[src/design/i2c_evt_pkg.sv]
// Constants, register map and field layout of the bus event status block
// Summary of operation
// - Wait-release in transmit state cancels the wait
// - That release clears transmit state, floats data
// - Ack flag set: data low, ninth rise
// - Ack cleared: stop, next first clock, exit, disable
// - Start flag set on start condition
// - Start cleared: stop, post-address clock, exit, disable
// - Stop flag set on stop condition
// - Stop held until next address first clock
package i2c_evt_pkg;
   // ************************************************************
   // Register bus
   // ************************************************************
   localparam int ADDR_W = 4;
   localparam int DATA_W = 8;
   localparam logic [ADDR_W-1:0] OFS_STATUS = 4'h0;
   localparam logic [ADDR_W-1:0] OFS_CONTROL = 4'h1;
   localparam logic [ADDR_W-1:0] OFS_IRQ_STATUS = 4'h2;
   localparam logic [ADDR_W-1:0] OFS_IRQ_MASK = 4'h3;
   // ************************************************************
   // Field positions
   // ************************************************************
   localparam int BIT_STOP = 0;
   localparam int BIT_START = 1;
   localparam int BIT_ACK = 2;
   localparam int BIT_TX_STATE = 3;
   localparam int BIT_WAIT_REL = 5;
   localparam int BIT_COMM_EXIT = 6;
   localparam int BIT_ENABLE = 7;
   // ************************************************************
   // Reset values and counts
   // ************************************************************
   localparam logic [2:0] EVT_RESET = 3'h0;
   localparam logic [DATA_W-1:0] RDATA_RESET = 8'h00;
   localparam logic [3:0] CNT_IDLE = 4'h0;
   localparam logic [3:0] CNT_FIRST = 4'h1;
   localparam logic [3:0] CNT_EIGHTH = 4'h8;
   localparam logic [3:0] CNT_NINTH = 4'h9;
endpackage : i2c_evt_pkg

[src/design/pin_sync.sv]
// Two-stage synchroniser for pins from outside the clock domain
`timescale 1ns/1ps
module pin_sync #(
   parameter int WIDTH = 2
) (
   // Clock and reset
   input wire logic i_clk_sys,
   input wire logic i_rstn,
   // Asynchronous and synchronised levels
   input wire logic [WIDTH-1:0] i_async,
   output logic [WIDTH-1:0] o_sync
);
   logic [WIDTH-1:0] meta;

   // First stage feeds only the second stage
   always_ff @(posedge i_clk_sys or negedge i_rstn) begin
      if (!i_rstn) begin
         meta <= '1;
         o_sync <= '1;
      end else begin
         meta <= i_async;
         o_sync <= meta;
      end
   end
endmodule : pin_sync

[src/design/i2c_bus_event_status_flags.sv]
// Acknowledge, start and stop event flags with wait and register port
`timescale 1ns/1ps
module i2c_bus_event_status_flags (
   // Clock and reset
   input wire logic i_clk_sys,
   input wire logic i_rstn,
   // Register port
   input wire logic [i2c_evt_pkg::ADDR_W-1:0] i_addr,
   input wire logic [i2c_evt_pkg::DATA_W-1:0] i_wdata,
   input wire logic i_wr,
   input wire logic i_rd,
   output logic [i2c_evt_pkg::DATA_W-1:0] o_rdata,
   // Shift and address logic on the same clock
   input wire logic i_tx_state_set,
   input wire logic i_tx_bit,
   input wire logic i_shift_write,
   // Bus pins
   input wire logic i_clock_line_pin,
   output logic o_clock_line_pin,
   output logic o_clock_line_pin_oe_n,
   input wire logic i_data_line_pin,
   output logic o_data_line_pin,
   output logic o_data_line_pin_oe_n,
   // Status and interrupt
   output logic o_transmit_state_flag,
   output logic o_irq
);
   import i2c_evt_pkg::*;

   // ************************************************************
   // Pin sampling and bus conditions
   // ************************************************************
   logic [1:0] pins_sync;
   logic scl_s;
   logic sda_s;
   logic scl_q;
   logic sda_q;
   logic scl_rise;
   logic scl_fall;
   logic start_det;
   logic stop_det;

   pin_sync #(.WIDTH(2)) u_pin_sync (
      .i_clk_sys(i_clk_sys),
      .i_rstn(i_rstn),
      .i_async({i_clock_line_pin, i_data_line_pin}),
      .o_sync(pins_sync)
   );

   assign scl_s = pins_sync[1];
   assign sda_s = pins_sync[0];

   // Previous synchronised levels for edge finding
   always_ff @(posedge i_clk_sys or negedge i_rstn) begin
      if (!i_rstn) begin
         scl_q <= 1'b1;
         sda_q <= 1'b1;
      end else begin
         scl_q <= scl_s;
         sda_q <= sda_s;
      end
   end

   // Data edges while clock stays high are bus conditions
   assign scl_rise = scl_s & ~scl_q;
   assign scl_fall = ~scl_s & scl_q;
   assign start_det = scl_s & scl_q & sda_q & ~sda_s;
   assign stop_det = scl_s & scl_q & ~sda_q & sda_s;

   // ************************************************************
   // Control register
   // ************************************************************
   logic enable;
   logic en_fall;
   logic exit_req;
   logic rel_req;
   logic ctl_wr;

   assign ctl_wr = i_wr & (i_addr == OFS_CONTROL);
   assign exit_req = ctl_wr & i_wdata[BIT_COMM_EXIT];
   assign rel_req = ctl_wr & i_wdata[BIT_WAIT_REL];
   assign en_fall = enable & ctl_wr & ~i_wdata[BIT_ENABLE];

   // Only the enable bit is stored; exit and release act as pulses
   always_ff @(posedge i_clk_sys or negedge i_rstn) begin
      if (!i_rstn) begin
         enable <= 1'b0;
      end else if (ctl_wr) begin
         enable <= i_wdata[BIT_ENABLE];
      end
   end

   // ************************************************************
   // Byte position on the bus
   // ************************************************************
   logic [3:0] bit_cnt;
   logic addr_byte;
   logic first_clk;

   // First rising clock of a byte: after a start or after a ninth clock
   assign first_clk = scl_rise & ((bit_cnt == CNT_IDLE) |
                                  (bit_cnt == CNT_NINTH));

   // Counter restarts at each start so a repeated start is tracked
   always_ff @(posedge i_clk_sys or negedge i_rstn) begin
      if (!i_rstn) begin
         bit_cnt <= CNT_IDLE;
         addr_byte <= 1'b0;
      end else if (!enable || start_det || stop_det) begin
         bit_cnt <= CNT_IDLE;
         addr_byte <= start_det & enable;
      end else if (scl_rise) begin
         bit_cnt <= first_clk ? CNT_FIRST : bit_cnt + 4'h1;
         if (bit_cnt == CNT_NINTH) begin
            addr_byte <= 1'b0;
         end
      end
   end

   // ************************************************************
   // Event flags
   // ************************************************************
   logic ack_seen_flag;
   logic start_seen_flag;
   logic stop_seen_flag;
   logic ack_set;

   assign ack_set = scl_rise & (bit_cnt == CNT_EIGHTH) & ~sda_s;

   // Acknowledge: data low on ninth rising clock
   always_ff @(posedge i_clk_sys or negedge i_rstn) begin
      if (!i_rstn) begin
         ack_seen_flag <= 1'b0;
      end else if (!enable || en_fall || exit_req || stop_det) begin
         ack_seen_flag <= 1'b0;
      end else if (ack_set) begin
         ack_seen_flag <= 1'b1;
      end else if (first_clk) begin
         ack_seen_flag <= 1'b0;
      end
   end

   // Start: marks the address byte until the next byte begins
   always_ff @(posedge i_clk_sys or negedge i_rstn) begin
      if (!i_rstn) begin
         start_seen_flag <= 1'b0;
      end else if (!enable || en_fall) begin
         start_seen_flag <= 1'b0;
      end else if (start_det) begin
         start_seen_flag <= 1'b1;
      end else if (stop_det || exit_req ||
                   (first_clk && bit_cnt == CNT_NINTH)) begin
         start_seen_flag <= 1'b0;
      end
   end

   // Stop: survives exit requests, so software can see bus release
   always_ff @(posedge i_clk_sys or negedge i_rstn) begin
      if (!i_rstn) begin
         stop_seen_flag <= 1'b0;
      end else if (!enable || en_fall) begin
         stop_seen_flag <= 1'b0;
      end else if (stop_det) begin
         stop_seen_flag <= 1'b1;
      end else if (first_clk && addr_byte) begin
         stop_seen_flag <= 1'b0;
      end
   end

   // ************************************************************
   // Transmit state, wait and pin drive
   // ************************************************************
   logic wait_hold;

   // Clock held low after the ninth clock until software releases it
   always_ff @(posedge i_clk_sys or negedge i_rstn) begin
      if (!i_rstn) begin
         wait_hold <= 1'b0;
      end else if (!enable || exit_req || stop_det) begin
         wait_hold <= 1'b0;
      end else if (wait_hold && (rel_req || i_shift_write)) begin
         wait_hold <= 1'b0;
      end else if (scl_fall && bit_cnt == CNT_NINTH) begin
         wait_hold <= 1'b1;
      end
   end

   // Release by the control bit drops back to reception
   always_ff @(posedge i_clk_sys or negedge i_rstn) begin
      if (!i_rstn) begin
         o_transmit_state_flag <= 1'b0;
      end else if (!enable || exit_req || stop_det) begin
         o_transmit_state_flag <= 1'b0;
      end else if (i_tx_state_set) begin
         o_transmit_state_flag <= 1'b1;
      end else if (wait_hold && rel_req) begin
         o_transmit_state_flag <= 1'b0;
      end
   end

   // Open-drain: only ever pull low; enable low means driving
   always_ff @(posedge i_clk_sys or negedge i_rstn) begin
      if (!i_rstn) begin
         o_data_line_pin <= 1'b0;
         o_data_line_pin_oe_n <= 1'b1;
         o_clock_line_pin <= 1'b0;
         o_clock_line_pin_oe_n <= 1'b1;
      end else begin
         o_data_line_pin <= 1'b0;
         o_data_line_pin_oe_n <= ~(enable & o_transmit_state_flag &
                                   ~i_tx_bit);
         o_clock_line_pin <= 1'b0;
         o_clock_line_pin_oe_n <= ~wait_hold;
      end
   end

   // ************************************************************
   // Interrupt status and mask
   // ************************************************************
   logic [2:0] irq_status;
   logic [2:0] irq_mask;
   logic [2:0] irq_evt;
   logic irq_st_wr;

   assign irq_evt = {ack_set & enable, start_det & enable,
                     stop_det & enable};
   assign irq_st_wr = i_wr & (i_addr == OFS_IRQ_STATUS);

   // Write one clears; a new event in the same cycle wins
   always_ff @(posedge i_clk_sys or negedge i_rstn) begin
      if (!i_rstn) begin
         irq_status <= EVT_RESET;
      end else begin
         irq_status <= (irq_status & ~(irq_st_wr ? i_wdata[2:0] : 3'h0))
                       | irq_evt;
      end
   end

   // Mask bits enable the matching status bits
   always_ff @(posedge i_clk_sys or negedge i_rstn) begin
      if (!i_rstn) begin
         irq_mask <= EVT_RESET;
      end else if (i_wr && i_addr == OFS_IRQ_MASK) begin
         irq_mask <= i_wdata[2:0];
      end
   end

   // Registered level output, one cycle behind the status
   always_ff @(posedge i_clk_sys or negedge i_rstn) begin
      if (!i_rstn) begin
         o_irq <= 1'b0;
      end else begin
         o_irq <= |(irq_status & irq_mask);
      end
   end

   // ************************************************************
   // Read port
   // ************************************************************
   logic [DATA_W-1:0] next_rdata;

   // Writes to the status word are ignored entirely
   always_comb begin
      next_rdata = RDATA_RESET;
      case (i_addr)
         OFS_STATUS: begin
            next_rdata[BIT_TX_STATE] = o_transmit_state_flag;
            next_rdata[BIT_ACK] = ack_seen_flag;
            next_rdata[BIT_START] = start_seen_flag;
            next_rdata[BIT_STOP] = stop_seen_flag;
         end
         OFS_CONTROL: next_rdata[BIT_ENABLE] = enable;
         OFS_IRQ_STATUS: next_rdata[2:0] = irq_status;
         OFS_IRQ_MASK: next_rdata[2:0] = irq_mask;
         default: next_rdata = RDATA_RESET;
      endcase
   end

   // Data stand only in the cycle after the read strobe
   always_ff @(posedge i_clk_sys or negedge i_rstn) begin
      if (!i_rstn) begin
         o_rdata <= RDATA_RESET;
      end else begin
         o_rdata <= i_rd ? next_rdata : RDATA_RESET;
      end
   end
endmodule : i2c_bus_event_status_flags

[config.mk]
export PLATFORM = sky130hd
export DESIGN_NAME = i2c_bus_event_status_flags
export DESIGN_NICKNAME = d
export VERILOG_FILES = /design/src/design/i2c_evt_pkg.sv /design/src/design/pin_sync.sv /design/src/design/i2c_bus_event_status_flags.sv
export SDC_FILE = /design/constraint.sdc
export NUM_CORES = 1
export LEC_CHECK = 0
export ABC_CLOCK_PERIOD_IN_PS = 1400
export BUFFER_PORTS_ARGS = -buffer_cell sky130_fd_sc_hd__buf_2
export CAP_MARGIN = 5
export CELL_PAD_IN_SITES_DETAIL_PLACEMENT = 1
export CELL_PAD_IN_SITES_GLOBAL_PLACEMENT = 1
export CORE_MARGIN = 1.5
export CORE_UTILIZATION = 35
export CTS_BUF_LIST = sky130_fd_sc_hd__clkbuf_4 sky130_fd_sc_hd__clkbuf_8 sky130_fd_sc_hd__clkbuf_16
export CTS_CLUSTER_DIAMETER = 50
export DETAILED_ROUTE_END_ITERATION = 7
export PLACE_DENSITY = 0.8
export RECOVER_POWER = 100
export SETUP_SLACK_MARGIN = 0.3
export SYNTH_ARGS = -nofsm -noshare
export SYNTH_HDL_FRONTEND = slang
export SYNTH_SLANG_ARGS = --single-unit
[constraint.sdc]
create_clock -name i_clk_sys -period 1.4 [get_ports i_clk_sys]
set_clock_uncertainty 0.05 [all_clocks]
set_input_delay 0.28 -clock i_clk_sys [delete_from_list [all_inputs] [get_ports i_clk_sys]]
set_output_delay 0.28 -clock i_clk_sys [all_outputs]
set_load 0.005 [all_outputs]
Word level (Yosys, flattened, before mapping)
Index checks and enable logic that the tools add are counted.

$add $sub $neg: 1. Eq/ne operators: 5. Multiplexer cells: 26. Bitwise logic cells: 34. Reduce and logical (&&, ||, !) cells: 28.

Operators by type and width (count): $and A1 B1 Y1 (21); $mux W1 (20); $reduce_bool A3 Y1 (5); $mux W4 (3); $logic_or A1 B1 Y1 (10); $pmux W3 S3 (1); $eq A4 B2 Y1 const B (2); $eq A4 B4 Y1 const B (2); $logic_not A4 Y1 (2); $mux W8 (1); $not A1 Y1 (8); $and A3 B3 Y3 (2); $logic_and A1 B1 Y1 (6); $add A4 B1 Y4 const B (1); $eq A4 B1 Y1 const B (1); $reduce_bool A2 Y1 (2); $mux W3 (1); $not A3 Y3 (1); $or A3 B3 Y3 (1); $reduce_or A3 Y1 (1); $reduce_and A2 Y1 (1); $logic_not A1 Y1 (1); $or A1 B1 Y1 (1).

Bits in registers: 34. Input port bits: 21. Output and inout bits: 14. Word-level logic and storage cells: 112.

Depth between registers and ports, before layout
Gate-level depths: netlist (run 1).

Depth after elaboration: 8. Depth in mapped cells: 5. Gate-level depth less buffers: 5.

Hierarchy
Synthesis (run 1) repeated with hierarchy kept, for this count alone.

Cells, all modules: 128. Area total of the unflattened synthesis: 1482.7 um^2.

By module, submodules not included: i2c_bus_event_status_flags (instances 1, cells each 124, area each 1377.6 um^2, sequential area each 680.7 um^2); pin_sync (instances 1, cells each 4, area each 105.1 um^2, sequential area each 105.1 um^2).

Least setup slack after synthesis (run 1)
No wires, ideal clock.

Kind: flip-flop to flip-flop. From: register scl_q. To: register wait_hold. Library setup time: 0.086 ns. Arrival: 1.263 ns. Required time: 1.264 ns. Path slack: 0.001 ns. Cell stages (with the launch flop): 4. Path buffers: 0. Clock period less this slack: 1.399 ns. Path through: dfstp_2 > or4b_1 > o22a_1 > nor3_1.

Cells in the longest elaborated chain, start to end: 5. Elaborated cells on any way between the ends: 8. Those cells by class: mux (1); bitwise (4); reduce/logical (3).

Ends and longest elaborated chain: from (decl) (RTL line i2c_bus_event_status_flags.sv:36) `logic scl_q;`; from (signal assigned) (RTL line i2c_bus_event_status_flags.sv:59) `scl_q <= scl_s;`; $and A1 B1 Y1 (3 in series) (RTL line i2c_bus_event_status_flags.sv:68) `assign stop_det = scl_s & scl_q & ~sda_q & sda_s;`; $logic_or A1 B1 Y1 (RTL line i2c_bus_event_status_flags.sv:179) `end else if (!enable || exit_req || stop_det) begin`; $reduce_bool A3 Y1 (no line) or $mux W1 (tied branches); to (signal assigned) (RTL line i2c_bus_event_status_flags.sv:178) `wait_hold <= 1'b0;`; to (signal assigned) (RTL line i2c_bus_event_status_flags.sv:180) `wait_hold <= 1'b0;`; to (signal assigned) (RTL line i2c_bus_event_status_flags.sv:182) `wait_hold <= 1'b0;`; to (decl) (RTL line i2c_bus_event_status_flags.sv:173) `logic wait_hold;`.

Parallel ways exist; a longest one is shown, timed or not. A chain may end at the register's enable or synchronous reset.

Worst setup path in the final report (run 1)
Ends and elaborated chain as after synthesis.

==> reports/qor.yml, run 1 <==
timing:
  setup_ws_ns: -0.0211
  drv_slew: 0
  finalSetupViolCount: 3
  hold_viol: 0
  fin_crit_sh_pct: 102
  worstMarginPinSlew_ns: 0.707
  slew-limit-headroom_pct: 52.9
  holdWs_ns: 0.0401
  fmax_mhz: 704
  rsz0062_at_grt: "true"
  min_period_ns: 1.42
min_path:
  hold_class: "in -> reg"
  whs_path_depth: 1
drt:
  dr.pass1.iters: 4
  drc: 0
  route.detailed.wl_per_inst_um: 19.0
  drt_iter0_drc: 38
  dr_wl_met2_mm: 2.31
  top_layer_used: "met4"
  antenna_left: 0
  drt-met1-wl_mm: 1.60
  routed_wl_mm: 4.36
  via_per_inst: 5.48
  dr_wl_met3_um: 227
  num_vias: 1256
setup_path:
  cp.arrival_ns: 1.58
  critPathMaxFanout: 2
  critical-path-max-stage-delay_ns: 0.52
  crit_required_ns: 1.56
  rrSetupSlack_ns: -0.02
  endpoint_kind: "flop"
  worst_setup_path_start_kind: "flop"
  ff2ff_path_depth: 3
  crit_chain: "or4b_4 -> o22a_1 -> nor3_2"
  slowest_stage: "dfstp_2"
  crit_type: "reg -> reg"
place:
  place_congestion: 0.820
  place_hpwl_mm: 2.83
  post_dp_cell_area_sq_mm: 0.00176
  preCtsSetupSlack_ns: -0.107
  port_buffers: 27
finish:
  finish.net_count: 202
  design_area_sq_mm: 0.00206
  drive_above_1_share_pct: 47.5
  n_antenna_cell: 0
  n_fill_cell: 445
  regArea_sq_um: 788
  multi_input_comb_area_sq_um: 811
  area_growth_pct: 40.6
synth:
  synth-edff-count: 0
  synth_xor_area_share_pct: 1.20
  synth_top_flop_cell: "dfrtp_1"
  synth.yosys.seq_area_share_pct: 53.7
  synth_most_common_cell: "dfrtp_1"
  yosys.area_share.adder_pct: 2.56
  netlist_area_sq_mm: 0.00146
  synth_compound_area_share_pct: 14.0
  synth_top_family_by_area: "simple AND/OR/NAND/NOR gates"
  yosysTopAreaCell: "dfrtp_1"
  muxShareOfSynthArea_pct: 5.81
  synth_top_area_share_pct: 39.3
  yosys-top-cells-count: "dfrtp_1 (23), nand2_1 (10), nor2_1 (9)"
  syn_inst: 132
  synth_cell_types: 43
  ys_ff_latch: 31
  syn_area_per_cell_sq_um: 11.1
  synth.area.top_cells: "dfrtp_1 (39%), dfstp_2 (14%), mux2i_1 (2.7%)"
  synthSimpleGateAreaFrac_pct: 17.3
  yosys_warnings: 0
  ys_async_sr_fraction_pct: 100
clock_network:
  cts_root_buffer: "clkbuf_8"
  htreeDepth: 2
  clkLatencyLatePin_ns: 0.29
  clock-sinks: 31
  cts_tree: "yes"
  clk_pin_slew_worst_paths_ns: 0.06
  clockBufferDepth: 2
  cts_made_buffers: 5
run_status:
  status: "complete, but fails checks"
  violations: "negative setup slack"
floorplan:
  ios: 35
  coreArea_sq_mm: 0.00400
  initial_utilization_pct: 36.6
  die_x_um: 67.7
  rows: 23
  die-area_sq_mm: 0.00458
  die_y_um: 67.7
global_routing:
  grt_pass1_wl_mm: 6.12
  grt-ovfl-total: 0
  grt_pass1_vias: 1255
  gr-usage-all-layers_pct: 18.9
  grt_antenna_before_repair: 0
  grt_max_degree: 32
run:
  drv_cap: 0
power:
  power_density_mw_per_mm2: 1120
  ir_drop_mv: 0.549
  finalPower_mw: 2.30
  p_leak_nw: 0.877
-- sequential cells by signal (all words and copies together), names as in the netlist, 2 cells and up --
name               count
bit_cnt                4
irq_mask               3
irq_status             3
o_rdata                5
u_pin_sync.meta        2
u_pin_sync.o_sync      2
-- power breakdown --
part	switching (mW)	internal [mW]	leakage, nW
Combinational	0.227	0.236	0.444
Sequential	0.0920	0.997	0.382
Clock	0.331	0.415	0.0517
-- cell type report --
cell class                      count  share of cell area [%]
Inverter                            6                    1.09
Clock inverter                      1                   0.243
Timing Repair Buffer               44                    13.6
Tap cell                           50                    3.04
Clock buffer                        7                    4.38
Sequential cell                    31                    38.3
Multi-Input combinational cell     90                    39.4
-- worst max-delay path, delay by kind of cell, from the launching register on --
kind | cells | cell delay [ns]
compound gates | 1 | 0.21
flops | 1 | 0.52
simple gates | 2 | 0.57
-- final timing paths --
check,startpoint,end
min in group asynchronous,i_rstn,o_rdata[2]
worst min-delay path,i_clock_line_pin,u_pin_sync.meta[1]
worst min register to register,u_pin_sync.meta[1],u_pin_sync.o_sync[1]
worst max-delay path,scl_q,wait_hold
worst max register to register,scl_q,wait_hold
max in group asynchronous,i_rstn,bit_cnt[3]
-- per-layer routing --
metal  GRT usage [%]  vias to the layer above
met4            9.69                        0
li1                -                      566
met3            5.33                       18
met2            33.9                       41
met1            19.8                      631
met5               0                        -
-- cells in the final DEF (no fill, tap or decap), types with 5 or more instances in the layout --
cell type	n
dfrtp_1	21
buf_2	20
buf_4	12
nor2_1	7
nand2_1	7
clkbuf_8	6
dfstp_2	6
clkbuf_1	6
nand3_1	5
conb_1	5
buf_6	5
-- per-stage QoR --
stage	TNS (ns)	util (%)	instances
2_1_floorplan	0	-	136
3_3_place_gp	-0.105	43.9	215
3_5_place_dp	-0.364	43.9	215
4_1_cts	0	49.6	227
5_1_grt	-0.235	51.5	229
6_report	-0.0441	51.5	229
-- cells by family (layout without fill, tap and decap cells) --
group / after synthesis / after routing
simple gates: 44 / 44
buf+inv: 15 / 58
flops: 31 / 31
other cells: 1 / 5
compound gates: 28 / 28
fa+ha+maj: 3 / 3
mux: 8 / 8
xor+xnor: 2 / 2
-- timing repair --
item,in CTS,in global routing
buffers inserted,3,2
hold buffers,1,0
pin swaps,10,8
endpoints found under the hold margin,23,0
endpoints found under the setup margin,26,26
gates cloned,0,0
gates resized for setup,20,18
Power figures use the tool's default switching activity.
==> inputs of run 2 (changes only) <==
SKIP_LAST_GASP = 1   (was not set)
==> run 2 against run 1 <==
Largest power group unchanged. Critical endpoint unchanged. Non-clock buffer count is the same. Critical path depth is the same. The flow still finishes with violations (negative setup slack). Total power about the same. Sequential power is essentially flat.
==> reports/qor.yml, run 2 (synthesis gave the netlist of run 1 again) <==
timing:
  min_period_ns: 1.42  # unchanged
  hold_viol: 0  # unchanged
  setup_ws_ns: -0.0211  # unchanged
  tns_ns: -0.0441  # unchanged
  worstMarginPinSlew_ns: 0.707  # unchanged
  slew-limit-headroom_pct: 52.9  # unchanged
  drv_slew: 0  # unchanged
  fin_crit_sh_pct: 102  # unchanged
  finalSetupViolCount: 3  # unchanged
  fmax_mhz: 704  # unchanged
  holdWs_ns: 0.0401  # unchanged
  rsz0062_at_grt: "true"
min_path:
  hold_class: "in -> reg"
  holdCritStartpoint: "i_clock_line_pin"
setup_path:
  critPathBufInv: 0  # unchanged
  crit_required_ns: 1.56  # about the same
  crit_chain: "or4b_4 -> o22a_1 -> nor3_2"
  rrSetupSlack_ns: -0.02  # about the same
  critPathMaxFanout: 2  # unchanged
  cp.arrival_ns: 1.58  # about the same
  crit_type: "reg -> reg"
  startpoint: "scl_q"
  worst_setup_path_start_kind: "flop"
  critPathTopFamily: "simple AND/OR/NAND/NOR gates"
  critical-path-max-stage-delay_ns: 0.52  # about the same
  worstReg2RegStart: "scl_q"
  endpoint_kind: "flop"
  slowest_stage: "dfstp_2"
power:
  ir_drop_mv: 0.549  # about the same
  power_density_mw_per_mm2: 1120  # +0.23%
  p_leak_nw: 0.875  # -0.24%
global_routing:
  grt_max_degree: 32  # unchanged
  grt_pass1_wl_mm: 6.12  # unchanged
  grt-ovfl-total: 0  # unchanged
  grt_pass1_vias: 1255  # unchanged
  grt_antenna_before_repair: 0  # unchanged
  gr-usage-all-layers_pct: 18.9  # unchanged
finish:
  layout_common_cells: "dfrtp_1 (21), buf_2 (21), buf_4 (12)"
  instances_no_fill: 229  # unchanged
  n_antenna_cell: 0  # unchanged
  finish.net_count: 202  # unchanged
  area_growth_pct: 40.2
  reg_top3: "o_rdata x5, bit_cnt x4"
  largest-register: "o_rdata"
  drive_above_1_share_pct: 47.5  # unchanged
  largest_reg_flops: 5  # unchanged
run_status:
  violations: "negative setup slack"
  status: "complete, but fails checks"
drt:
  dr.pass1.iters: 4  # unchanged
  num_vias: 1256  # unchanged
  drc: 0  # unchanged
  antenna_left: 0  # unchanged
  route.detailed.wl_per_inst_um: 19.0  # -0.16%
  routed_wl_mm: 4.35  # -0.16%
  drt_iter0_drc: 38  # unchanged
  via_per_inst: 5.48  # unchanged
place:
  dp.cells: 215  # unchanged
  preCtsSetupSlack_ns: -0.107  # unchanged
  place_congestion: 0.820  # unchanged
  port_buffers: 27  # unchanged
  place_hpwl_mm: 2.83  # unchanged
floorplan:
  ios: 35  # unchanged
  initial_utilization_pct: 36.6  # unchanged
  coreArea_sq_mm: 0.00400  # unchanged
  die-area_sq_mm: 0.00458  # unchanged
  die_y_um: 67.7  # unchanged
  die_x_um: 67.7  # unchanged
  rows: 23  # unchanged
run:
  drv_cap: 0  # unchanged
clock_network:
  clkLatencyLatePin_ns: 0.29  # about the same
  clockBufferDepth: 2  # unchanged
  clock-sinks: 31  # unchanged
  cts_tree: "yes"
  htreeDepth: 2  # unchanged
  clk_pin_slew_worst_paths_ns: 0.06  # about the same
  cts_made_buffers: 5  # unchanged
  cts_root_buffer: "clkbuf_8"
## run 2: cell counts in the layout (fill, tap and decap cells not counted)
No cell type changed its count.
## run 2: layout make-up
class                   instances  area [sq um]
well taps                      50          62.6
multi-input cells              90           811
repair buffers                 44           273
inverters                       6          22.5
clock buffers                   7          90.1
clock inverters                 1          5.00
fillers                       445          1950
flip-flops and latches         31           788
## run 2: worst register-to-register path, delay by kind of cell, from the launching register on
family | cells | cell delay [ns]
simple gates | 2 | 0.57
compound gates | 1 | 0.21
flops | 1 | 0.52
## run 2: power breakdown
group	switching (mW)	total, mW	internal, mW
clock network	0.331	0.746	0.415
registers	0.0920	1.09	0.997
logic	0.227	0.461	0.234
## run 2: per-stage QoR
step                utilization, %  area [sq um]  total power [mW]
finish                        51.3          2050              2.30
detailed placement            43.9          1760              1.48
CTS                           49.6          1990              2.30
global placement              43.9          1760              1.45
floorplan                        -          1540              1.32
global route                  51.3          2050              2.42
## run 2: layer usage
metal | vias to the layer above | track usage (%) | routed length, um
met1 | 631 | 19.8 | 1610
met4 | 0 | 9.69 | 216
li1 | 566 | - | -
met5 | - | 0 | 0
met3 | 18 | 5.33 | 223
met2 | 41 | 33.9 | 2310
## run 2: worst paths after layout
| kind | end | cells after the start |
|---|---|---|
| hold reg to reg | u_pin_sync.o_sync[1] | 0 |
| max in group asynchronous | bit_cnt[3] | 3 |
| setup / recovery | wait_hold | 3 |
| hold / removal | u_pin_sync.meta[1] | 1 |
| min in group asynchronous | o_rdata[2] | 3 |
| setup reg to reg | wait_hold | 3 |
## run 2: repair_timing
item / CTS / global route
endpoints found under the setup margin: 26 / 26
hold buffers: 1 / 0
setup buffers: 3 / 2
pin swaps: 10 / 8
endpoints found under the hold margin: 23 / 0
resized for setup: 20 / 17
